$ cat src/design/clock_sync_map.svh
/*
  Register offsets, field positions, reset values and timing figures of
  the sample clock divider and sync block.
  Assumes it is included by bare name after the package is compiled.
*/
`ifndef CLOCK_SYNC_MAP_SVH
`define CLOCK_SYNC_MAP_SVH

// ----------------------------------------------------------------
// Register offsets
// ----------------------------------------------------------------
`define OFS_CLOCK_SYNC_CONTROL 8'h3A
`define OFS_CLOCK_DIVIDE 8'h3B
`define OFS_CLOCK_STATUS 8'h3C

// ----------------------------------------------------------------
// Fields and reset values
// ----------------------------------------------------------------
`define BIT_RESYNC_EN 1
`define DIV_FIELD_MSB 2
`define RST_CLOCK_SYNC_CONTROL 8'h00
`define RST_CLOCK_DIVIDE 8'h00

// ----------------------------------------------------------------
// Timing figures
// ----------------------------------------------------------------
`define CLK_PERIOD_NS 5.0
`define RELOCK_MIN_US 1.5
`define RELOCK_MAX_US 5.0
`define STAB_MIN_RATE_MHZ 40.0

`endif

$ cat src/design/clock_sync_pkg.sv
/*
  Types shared by the sample clock divider and sync block.
  Assumes nothing of its surroundings.
*/
package clock_sync_pkg;

  typedef struct packed {
    logic wr;
    logic rd;
    logic [7:0] addr;
    logic [7:0] data;
  } reg_req_t;

  typedef struct packed {
    logic [7:0] data;
    logic valid;
  } reg_rsp_t;

  typedef enum logic [1:0] {
    STAB_BYPASS,
    STAB_SETTLE,
    STAB_LOCKED
  } stab_state_t;

endpackage

$ cat src/design/sync_edge_detect.sv
/*
  Brings a level into the clock domain through a flip-flop chain and
  flags each rising edge with a one-cycle pulse.
  Assumes the input may change at any time relative to clk.
*/
`timescale 1ns/100ps
module sync_edge_detect #(
  parameter int STAGES = 2
) (
  input wire logic clk,
  input wire logic srst,
  input wire logic levelIn,
  output logic risePulse
);

  logic [STAGES-1:0] chain;
  logic prevLevel;

  // ----------------------------------------------------------------
  // Synchroniser chain
  // ----------------------------------------------------------------
  always_ff @(posedge clk) begin
    if (srst) begin
      chain <= '0;
    end else begin
      chain <= {chain[STAGES-2:0], levelIn};
    end
  end

  // ----------------------------------------------------------------
  // Edge flag, last stage only
  // ----------------------------------------------------------------
  always_ff @(posedge clk) begin
    if (srst) begin
      prevLevel <= 1'b0;
      risePulse <= 1'b0;
    end else begin
      prevLevel <= chain[STAGES-1];
      risePulse <= chain[STAGES-1] & ~prevLevel;
    end
  end

endmodule

$ cat src/design/sample_clock_divider_sync.sv
/*
  Sample clock conditioning: integer divider with sync realignment and
  a duty cycle stabilizer with lock tracking and bypass.
  Assumes the sample clock and sync pins are sampled by clk, and that
  register requests arrive as one-cycle strobes on clk.
*/
`timescale 1ns/100ps
`include "clock_sync_map.svh"

// Contract
// The incoming sample clock is divided by any whole ratio 1 to 8.
// With resync enable set, every sync pulse realigns the divider.
// A valid sync pulse returns the divider counter to its start state.
// The stabilizer keeps the rising edge and makes a 50% high time.
// Below about 40 MHz the stabilizer stands aside, raw duty is used.
// The system waits 1.5 to 5 us after a rate change for relock.
// While unlocked the stabilizer is bypassed, raw duty passes.
// Each sample is taken on the conversion clock's rising edge.
// Sync is resynchronised inside; the driver keeps it clock-aligned.
// With resync disabled, sync pulses are ignored, divider runs free.
module sample_clock_divider_sync #(
  parameter int DIV_BITS = 3,
  parameter int PERIOD_BITS = 8
) (
  input wire logic clk,
  input wire logic srst,
  input wire logic sampleClkIn,
  input wire logic syncIn,
  input wire clock_sync_pkg::reg_req_t regReq,
  output clock_sync_pkg::reg_rsp_t regRsp,
  output logic convClk,
  output logic sampleStrobe,
  output logic stabLocked
);
  import clock_sync_pkg::*;

  // ----------------------------------------------------------------
  // Timing counts
  // ----------------------------------------------------------------
  // Least relock wait rounds up; the device locks at the earliest point
  localparam int RELOCK_CYC =
    int'($ceil(`RELOCK_MIN_US * 1000.0 / `CLK_PERIOD_NS));
  // Longest period still counted as fast enough, rounds down
  localparam int MAX_PERIOD_CYC =
    int'($floor(1000.0 / (`STAB_MIN_RATE_MHZ * `CLK_PERIOD_NS)));
  localparam logic [PERIOD_BITS-1:0] MAX_PERIOD =
    PERIOD_BITS'(MAX_PERIOD_CYC);
  localparam logic [10:0] RELOCK_LAST = 11'(RELOCK_CYC - 1);

  // ----------------------------------------------------------------
  // Registers
  // ----------------------------------------------------------------
  logic [7:0] clockSyncControl;
  logic [DIV_BITS-1:0] ratioM1;
  logic resyncEn;

  assign resyncEn = clockSyncControl[`BIT_RESYNC_EN];

  always_ff @(posedge clk) begin
    if (srst) begin
      clockSyncControl <= `RST_CLOCK_SYNC_CONTROL;
      ratioM1 <= DIV_BITS'(`RST_CLOCK_DIVIDE);
    end else if (regReq.wr) begin
      if (regReq.addr == `OFS_CLOCK_SYNC_CONTROL) begin
        clockSyncControl <= regReq.data;
      end
      if (regReq.addr == `OFS_CLOCK_DIVIDE) begin
        ratioM1 <= regReq.data[`DIV_FIELD_MSB:0];
      end
    end
  end

  stab_state_t stabState;

  // Unmapped reads answer zero
  always_ff @(posedge clk) begin
    if (srst) begin
      regRsp <= '0;
    end else begin
      regRsp.valid <= regReq.rd;
      regRsp.data <= 8'h00;
      if (regReq.rd) begin
        unique case (regReq.addr)
          `OFS_CLOCK_SYNC_CONTROL: begin
            regRsp.data <= clockSyncControl;
          end
          `OFS_CLOCK_DIVIDE: begin
            regRsp.data <= {5'h00, ratioM1};
          end
          `OFS_CLOCK_STATUS: begin
            regRsp.data <= {5'h00, stabState == STAB_SETTLE,
                            stabState == STAB_BYPASS,
                            stabState == STAB_LOCKED};
          end
          default: begin
            regRsp.data <= 8'h00;
          end
        endcase
      end
    end
  end

  // ----------------------------------------------------------------
  // Sync input
  // ----------------------------------------------------------------
  logic syncPulse;
  logic realign;

  // Internal resync; external alignment still needed across parts
  sync_edge_detect #(
    .STAGES(2)
  ) u_sync (
    .clk(clk),
    .srst(srst),
    .levelIn(syncIn),
    .risePulse(syncPulse)
  );

  assign realign = syncPulse & resyncEn;

  // ----------------------------------------------------------------
  // Divider
  // ----------------------------------------------------------------
  logic inPrev;
  logic inRise;
  logic [DIV_BITS-1:0] divCount;
  logic [DIV_BITS-1:0] next_divCount;
  logic [DIV_BITS:0] halfCount;
  logic rawDiv;
  logic rawPrev;
  logic divRise;

  assign inRise = sampleClkIn & ~inPrev;
  assign divRise = rawDiv & ~rawPrev;
  assign halfCount = {1'b0, ratioM1 >> 1} + {{DIV_BITS{1'b0}}, 1'b1};
  assign next_divCount = (divCount >= ratioM1) ? '0 :
                         divCount + DIV_BITS'(1);

  always_ff @(posedge clk) begin
    if (srst) begin
      inPrev <= 1'b0;
      rawPrev <= 1'b0;
    end else begin
      inPrev <= sampleClkIn;
      rawPrev <= rawDiv;
    end
  end

  // Start state: terminal count, so the next input edge opens a period
  always_ff @(posedge clk) begin
    if (srst) begin
      divCount <= '0;
      rawDiv <= 1'b0;
    end else if (realign) begin
      divCount <= ratioM1;
      rawDiv <= 1'b0;
    end else if (ratioM1 == '0) begin
      divCount <= '0;
      rawDiv <= sampleClkIn;
    end else if (inRise) begin
      divCount <= next_divCount;
      rawDiv <= {1'b0, next_divCount} < halfCount;
    end
  end

  // ----------------------------------------------------------------
  // Period measurement
  // ----------------------------------------------------------------
  logic [PERIOD_BITS-1:0] periodCnt;
  logic [PERIOD_BITS-1:0] lastPeriod;
  logic periodMatch;
  logic tooSlow;

  // One cycle of slack absorbs pin sampling jitter
  assign periodMatch = (periodCnt + PERIOD_BITS'(1) >= lastPeriod) &&
                       (periodCnt <= lastPeriod + PERIOD_BITS'(1));
  assign tooSlow = periodCnt > MAX_PERIOD;

  always_ff @(posedge clk) begin
    if (srst) begin
      periodCnt <= '0;
      lastPeriod <= '0;
    end else if (divRise) begin
      periodCnt <= PERIOD_BITS'(1);
      lastPeriod <= periodCnt;
    end else if (periodCnt != '1) begin
      periodCnt <= periodCnt + PERIOD_BITS'(1);
    end
  end

  // ----------------------------------------------------------------
  // Stabilizer lock tracking
  // ----------------------------------------------------------------
  logic [10:0] settleCnt;

  always_ff @(posedge clk) begin
    if (srst) begin
      stabState <= STAB_BYPASS;
      settleCnt <= '0;
    end else begin
      unique case (stabState)
        STAB_BYPASS: begin
          settleCnt <= '0;
          if (divRise && !tooSlow && periodCnt > PERIOD_BITS'(1)) begin
            stabState <= STAB_SETTLE;
          end
        end
        STAB_SETTLE: begin
          settleCnt <= settleCnt + 11'h001;
          if (tooSlow || (divRise && !periodMatch)) begin
            stabState <= STAB_BYPASS;
          end else if (settleCnt == RELOCK_LAST) begin
            stabState <= STAB_LOCKED;
          end
        end
        STAB_LOCKED: begin
          settleCnt <= '0;
          if (tooSlow || (divRise && !periodMatch)) begin
            stabState <= STAB_BYPASS;
          end
        end
      endcase
    end
  end

  // ----------------------------------------------------------------
  // Regenerated falling edge
  // ----------------------------------------------------------------
  logic stabHigh;
  logic [PERIOD_BITS-1:0] phase;

  // Rise follows the input edge; only the fall is retimed
  always_ff @(posedge clk) begin
    if (srst) begin
      stabHigh <= 1'b0;
      phase <= '0;
    end else if (divRise) begin
      stabHigh <= 1'b1;
      phase <= PERIOD_BITS'(1);
    end else begin
      phase <= phase + PERIOD_BITS'(1);
      if (phase >= (lastPeriod >> 1)) begin
        stabHigh <= 1'b0;
      end
    end
  end

  // ----------------------------------------------------------------
  // Outputs
  // ----------------------------------------------------------------
  logic next_convClk;

  // Bypass hands through the divided clock with its own duty
  assign next_convClk =
    (stabState == STAB_LOCKED) ? stabHigh : rawPrev;

  always_ff @(posedge clk) begin
    if (srst) begin
      convClk <= 1'b0;
      sampleStrobe <= 1'b0;
      stabLocked <= 1'b0;
    end else begin
      convClk <= next_convClk;
      sampleStrobe <= next_convClk & ~convClk;
      stabLocked <= stabState == STAB_LOCKED;
    end
  end

endmodule

$ cat config.mk
export PLATFORM = sky130hd
export DESIGN_NAME = sample_clock_divider_sync
export DESIGN_NICKNAME = d
export VERILOG_FILES = /design/src/design/clock_sync_pkg.sv /design/src/design/sync_edge_detect.sv /design/src/design/sample_clock_divider_sync.sv
export VERILOG_INCLUDE_DIRS = /design/src /design/src/design
export SDC_FILE = /design/constraint.sdc
export NUM_CORES = 1
export LEC_CHECK = 0
export ABC_AREA = 0
export BUFFER_PORTS_ARGS = -buffer_cell sky130_fd_sc_hd__buf_4
export CORE_AREA = 10 10 92 94
export CTS_CLUSTER_SIZE = 25
export DETAILED_ROUTE_END_ITERATION = 8
export DIE_AREA = 0 0 102 104
export PLACE_DENSITY = 0.75
export REMOVE_ABC_BUFFERS = 1
export SKIP_CTS_REPAIR_TIMING = 1
export SYNTH_ARGS = -nofsm -noshare
export SYNTH_HDL_FRONTEND = slang
export SYNTH_HIERARCHICAL = 1
export SYNTH_SLANG_ARGS = --single-unit
$ cat constraint.sdc
create_clock -name clk -period 3.22 [get_ports clk]
set_input_delay 0.483 -clock clk [delete_from_list [all_inputs] [get_ports clk]]
set_output_delay 0.483 -clock clk [all_outputs]
set_load 0.02 [all_outputs]
Word level (Yosys, flattened, before mapping). Index checks and enable logic that the tools add are counted. W data, S select, Z words.

Register bits: 71. Bits of input ports: 22. Output and inout port bits: 12. Logic and storage cells: 94.

Equality and inequality tests: 10. Reduce and logical (&&, ||, !) cells: 20. $add $sub $neg: 6. Bitwise operators: 10. $lt $le $gt $ge: 7. Muxes and demuxes: 19.

Operators by type and width (number): $add A8 B1 Y8 const B (3); $eq A8 B6 Y1 const B (3); $pmux W8 S3 (1); $pmux W11 S2 (1); $mux W3 (4); $add A11 B1 Y11 const B (1); $eq A11 B9 Y1 const B (1); $ge A8 B7 Y1 (1); $ge A8 B8 Y1 (1); $gt A8 B1 Y1 const B (1); $gt A8 B3 Y1 const B (1); $le A8 B8 Y1 (1); $mux W1 (8); $mux W2 (4); $ne A8 B8 Y1 const B (1); $reduce_or A2 Y1 (4); $pmux W2 S3 (1); $reduce_bool A2 Y1 (3); $and A1 B1 Y1 (5); $not A1 Y1 (5); $logic_and A1 B1 Y1 (4); $ne A2 B1 Y1 const B (2); $reduce_and A2 Y1 (2); $add A2 B1 Y3 const B (1); 12 further kinds (13).

Logic depth before layout (Yosys ltp).
Depth after elaboration: 8. Depth in mapped cells: 12. Mapped depth without buffers: 12.

Hierarchy. Netlist, hierarchy kept.

Modules (own cells, without submodules): sample_clock_divider_sync (sequential area each 1341.3 um^2, cells each 409, times used 1, area an instance 3582.2 um^2); sync_edge_detect (sequential area each 80.1 um^2, cells each 8, times used 1, area an instance 111.4 um^2).

Least setup slack after synthesis. Ideal clock, no wire load.

Path kind: register to register. Start point: register periodCnt[0]. End point: register stabState[0]. Cell stages (with the launch flop): 13. Data arrival time: 2.477 ns. Path buffers: 0. Period minus slack after synthesis: 2.598 ns. Required time: 3.099 ns. Path slack: 0.622 ns. Library setup time: 0.121 ns. Path through: dfxtp_1 > ha_1 > nand3_1 > nor2_1 > xnor2_1 > inv_1 > ha_1 > nand2_1 > nor3_1 > a211oi_1 > nor4_1 > a211oi_1 > mux2_2.

Longest elaborated chain between the ends: 8. Elaborated cells on any way between the ends: 18. Classes of those cells: add/sub: 1; order compare: 4; eq/ne: 3; mux: 2; reduce/logical: 8.

Ends and longest elaborated chain: start: declaration (line sample_clock_divider_sync.sv:169) `logic [PERIOD_BITS-1:0] periodCnt;`; start signal: assignment (line sample_clock_divider_sync.sv:187) `periodCnt <= periodCnt + PERIOD_BITS'(1);`; $add A8 B1 Y8 (line sample_clock_divider_sync.sv:175) `assign periodMatch = (periodCnt + PERIOD_BITS'(1) >= lastPeriod) &&`; $ge A8 B8 Y1 (line sample_clock_divider_sync.sv:175); $logic_and A1 B1 Y1 (line sample_clock_divider_sync.sv:175); $logic_not A1 Y1 (line sample_clock_divider_sync.sv:210, sample_clock_divider_sync.sv:218); $logic_and A1 B1 Y1 (line sample_clock_divider_sync.sv:210, sample_clock_divider_sync.sv:218); $logic_or A1 B1 Y1 (line sample_clock_divider_sync.sv:210, sample_clock_divider_sync.sv:218); $ne A3 B1 Y1 (no source line) (tied with other cells); $reduce_and A3 Y1 (no source line) / $pmux W2 S3 (equally long branches); end signal: assignment (line sample_clock_divider_sync.sv:211) `stabState <= STAB_BYPASS;`; end signal: assignment (line sample_clock_divider_sync.sv:213) `stabState <= STAB_LOCKED;`; end signal: assignment (line sample_clock_divider_sync.sv:219) `stabState <= STAB_BYPASS;`; end: declaration (line sample_clock_divider_sync.sv:73) `stab_state_t stabState;`.

Several ways; a longest one is shown, not always the timed one. A chain may end at the register's enable or synchronous reset.

Worst setup path in the final report. Same ends and word-level chain as after synthesis.

==> impl_metrics.env <==
export IMPL_synth_seq_cells=71
export IMPL_gp_congestion=0.861
export IMPL_final_core_util=0.635
export IMPL_ys_warnings_count=6
export IMPL_comb_power_share=0.099
export IMPL_floorplan_initialDensity=0.553
export IMPL_min_period_over_period=0.891
export IMPL_clock_fmax_mhz=348
export IMPL_tightest_slew_ns=0.667
export IMPL_cts_made_buffers=9
export IMPL_die_h_um=104
export IMPL_synthArstFlopShare=0
export IMPL_grt_pass1_vias=2844
export IMPL_setup_viol=0
export IMPL_finalSetupTns_ns=0
export IMPL_yosysSeqAreaShare=0.385
export IMPL_die_w_um=102
export IMPL_antenna_left=0
export IMPL_placed_area_um2=4000
export IMPL_route_detailed_drc=0
export IMPL_fillCellCount=587
export IMPL_dpl_hpwl_um=5490
export IMPL_grt_max_degree=43
export IMPL_num_vias=2879
export IMPL_power_leakage_nw=1.84
export IMPL_dr_wl_met3_um=463
export IMPL_drt_pass1_iterations=4
export IMPL_clock_root_buffer="clkbuf_8"
export IMPL_finalWorstSetupSlack_ns=0.351
export IMPL_die_area_um2=10600
export IMPL_slew_violations=0
export IMPL_top_layer_used="met4"
export IMPL_crit_arrival_ns=3.11
export IMPL_switchingPower_mw=0.477
export IMPL_routedWlPerCell_um=13.6
export IMPL_met2_length_um=3290
export IMPL_grt_pass1_wl_um=12500
export IMPL_seq_power_share=0.462
export IMPL_wl_met1_um=3460
export IMPL_synth_distinct_cells=46
export IMPL_clock_sinks=71
export IMPL_rows=30
export IMPL_swShare=0.241
export IMPL_cp_end_kind="flip-flop"
export IMPL_clk_pin_slew_ns=0.08
export IMPL_postSynthAreaPerCell_um2=8.86
export IMPL_cts_tree="done"
export IMPL_netlist_area_um2=3690
export IMPL_cap_violations=0
export IMPL_timing_hold_ws_ns=0.346
export IMPL_ir_drop_v=0.000236
export IMPL_antenna_found_initial=0
export IMPL_routed_via_density=5.35
export IMPL_clk_latency_ns=0.35
export IMPL_power_density_nw_per_um2=467
export IMPL_internal_power_mw=1.50
export IMPL_drt_wl_total_um=7320
export IMPL_rsz0062_at_grt="no"
export IMPL_port_buffers=33
export IMPL_synth_enable_flop_cells=0
export IMPL_path_max_fanout=8
export IMPL_place_ws_ns=0.354
export IMPL_io_pins=34
export IMPL_period_needed_ns=2.87
export IMPL_critPathLaunchType="flip-flop"
export IMPL_nNetsFinal=514
export IMPL_netlist_instances=417
export IMPL_drive_gt1_frac=0.138
export IMPL_pwr_share_clk=0.439
export IMPL_hold_viol_final=0
export IMPL_hp_class="in -> reg"
export IMPL_clockBufferDepth=2
export IMPL_outcome="completed"
export IMPL_cts_max_level=3
export IMPL_final_cell_area_um2=4240
export IMPL_core_area_um2=6680
export IMPL_slew_headroom=0.551
export IMPL_gr_total_overflow=0
export IMPL_insertedDiodeCount=0
export IMPL_path_class="reg -> reg"
export IMPL_ys_flop_type="dfxtp_1"
export IMPL_fin_skew_ns=0.00584
export IMPL_required_ns=3.46
export IMPL_grt_use_total=0.141
export IMPL_first_iter_violations=109
export IMPL_syn_to_final_growth_pct=14.8
-- registers in the layout (all words and copies together) (netlist names), 3 cells and up --
register and cells:
settleCnt 11, ratioM1 3, divCount 3, periodCnt 8, clockSyncControl 8, regRsp 9, lastPeriod 8, phase 8
-- cell type report --
class | count | area [µm²] | area share
Inverter | 31 | 116 | 0.0274
Sequential cell | 71 | 1420 | 0.335
Clock inverter | 7 | 118 | 0.0277
Tap cell | 80 | 100 | 0.0236
Timing Repair Buffer | 35 | 263 | 0.0620
Multi-Input combinational cell | 305 | 2100 | 0.495
Clock buffer | 9 | 124 | 0.0292
-- final timing paths --
path,startpoint,to,slack (ns),depth (start not counted)
max,periodCnt[0],stabState[0],0.35,12
min,syncIn,u_sync/chain[0],0.35,2
max reg2reg,periodCnt[0],stabState[0],0.35,12
min reg2reg,u_sync/prevLevel,u_sync/risePulse,0.40,1
-- synthesized netlist by cell type, types with 2 or more instances --
| cell type | instances | area share |
|---|---|---|
| a211oi_1 | 7 | 0.014 |
| a21o_1 | 4 | 0.0081 |
| a21oi_1 | 30 | 0.041 |
| a22oi_1 | 3 | 0.0061 |
| and2_1 | 6 | 0.010 |
| and2_2 | 2 | 0.0041 |
| and3_1 | 6 | 0.010 |
| and4_1 | 3 | 0.0071 |
| clkbuf_1 | 8 | 0.0081 |
| clkbuf_8 | 2 | 0.0075 |
| dfxtp_1 | 71 | 0.38 |
| ha_1 | 39 | 0.13 |
| inv_1 | 31 | 0.032 |
| mux2_2 | 4 | 0.012 |
| mux2i_1 | 12 | 0.033 |
| nand2_1 | 31 | 0.032 |
| nand2b_1 | 8 | 0.014 |
| nand3_1 | 21 | 0.028 |
| nand4_1 | 2 | 0.0034 |
| nor2_1 | 49 | 0.050 |
| nor2b_1 | 9 | 0.015 |
| nor3_1 | 8 | 0.011 |
| nor4_1 | 2 | 0.0034 |
| nor4b_1 | 2 | 0.0047 |
| o21ai_0 | 9 | 0.012 |
| xnor2_1 | 15 | 0.036 |
| xor2_1 | 14 | 0.033 |
-- per-stage QoR --
stage / power, mW / cells
after floorplan: 1.06 / 407
after global placement: 1.13 / 522
after detailed placement: 1.13 / 522
after CTS: 2.00 / 538
after global routing: 2.06 / 538
final: 1.98 / 538
-- kinds of logic (layout without fill, tap and decap cells) --
kind of cell | Yosys count | in the layout | synth area share
AND/OR/NAND/NOR | 160 | 160 | 0.222
XOR/XNOR | 29 | 29 | 0.0688
adder cells (fa/ha/maj) | 39 | 39 | 0.132
AO/OA/AOI/OAI | 61 | 61 | 0.100
multiplexers | 16 | 16 | 0.0447
buffers and inverters | 41 | 82 | 0.0471
flip-flops | 71 | 71 | 0.385
-- per-layer routing --
metal,global-route usage,vias to the layer above
met5,0,-
li1,-,1495
met4,0.0514,0
met2,0.226,59
met3,0.0485,11
met1,0.169,1314
-- worst max-delay path, cell delays in order (launching register included) --
cell	delay [ns]
dfxtp_1	0.49
ha_1	0.24
nand3_1	0.12
nor2_1	0.21
xnor2_1	0.17
inv_1	0.07
ha_1	0.27
nand2_1	0.08
nor3_1	0.06
a211oi_1	0.30
nor4_1	0.09
a211oi_1	0.29
mux2_2	0.38
-- power groups by stage --
stage	clock (mW)	sequential (mW)	combinational [mW]
detailed placement	0	0.936	0.196
global placement	0	0.935	0.191
CTS	0.886	0.916	0.198
finish	0.869	0.916	0.196
global route	0.915	0.919	0.226
floorplan	0	0.934	0.128
-- layout by cell type, fill, tap and decap left out, types with 8 or more instances in the layout --
cell | synthesis | final
ha_1 | 39 | 39
nor3_1 | 8 | 8
inv_1 | 31 | 31
o21ai_0 | 9 | 9
xor2_1 | 14 | 14
mux2i_1 | 12 | 12
xnor2_1 | 15 | 15
nand3_1 | 21 | 21
buf_4 | 0 | 35
nor2b_1 | 9 | 9
a21oi_1 | 30 | 30
clkbuf_8 | 2 | 9
nand2b_1 | 8 | 8
nor2_1 | 49 | 49
dfxtp_1 | 71 | 71
nand2_1 | 31 | 31
Note: power is estimated with default switching activity, not from simulation.
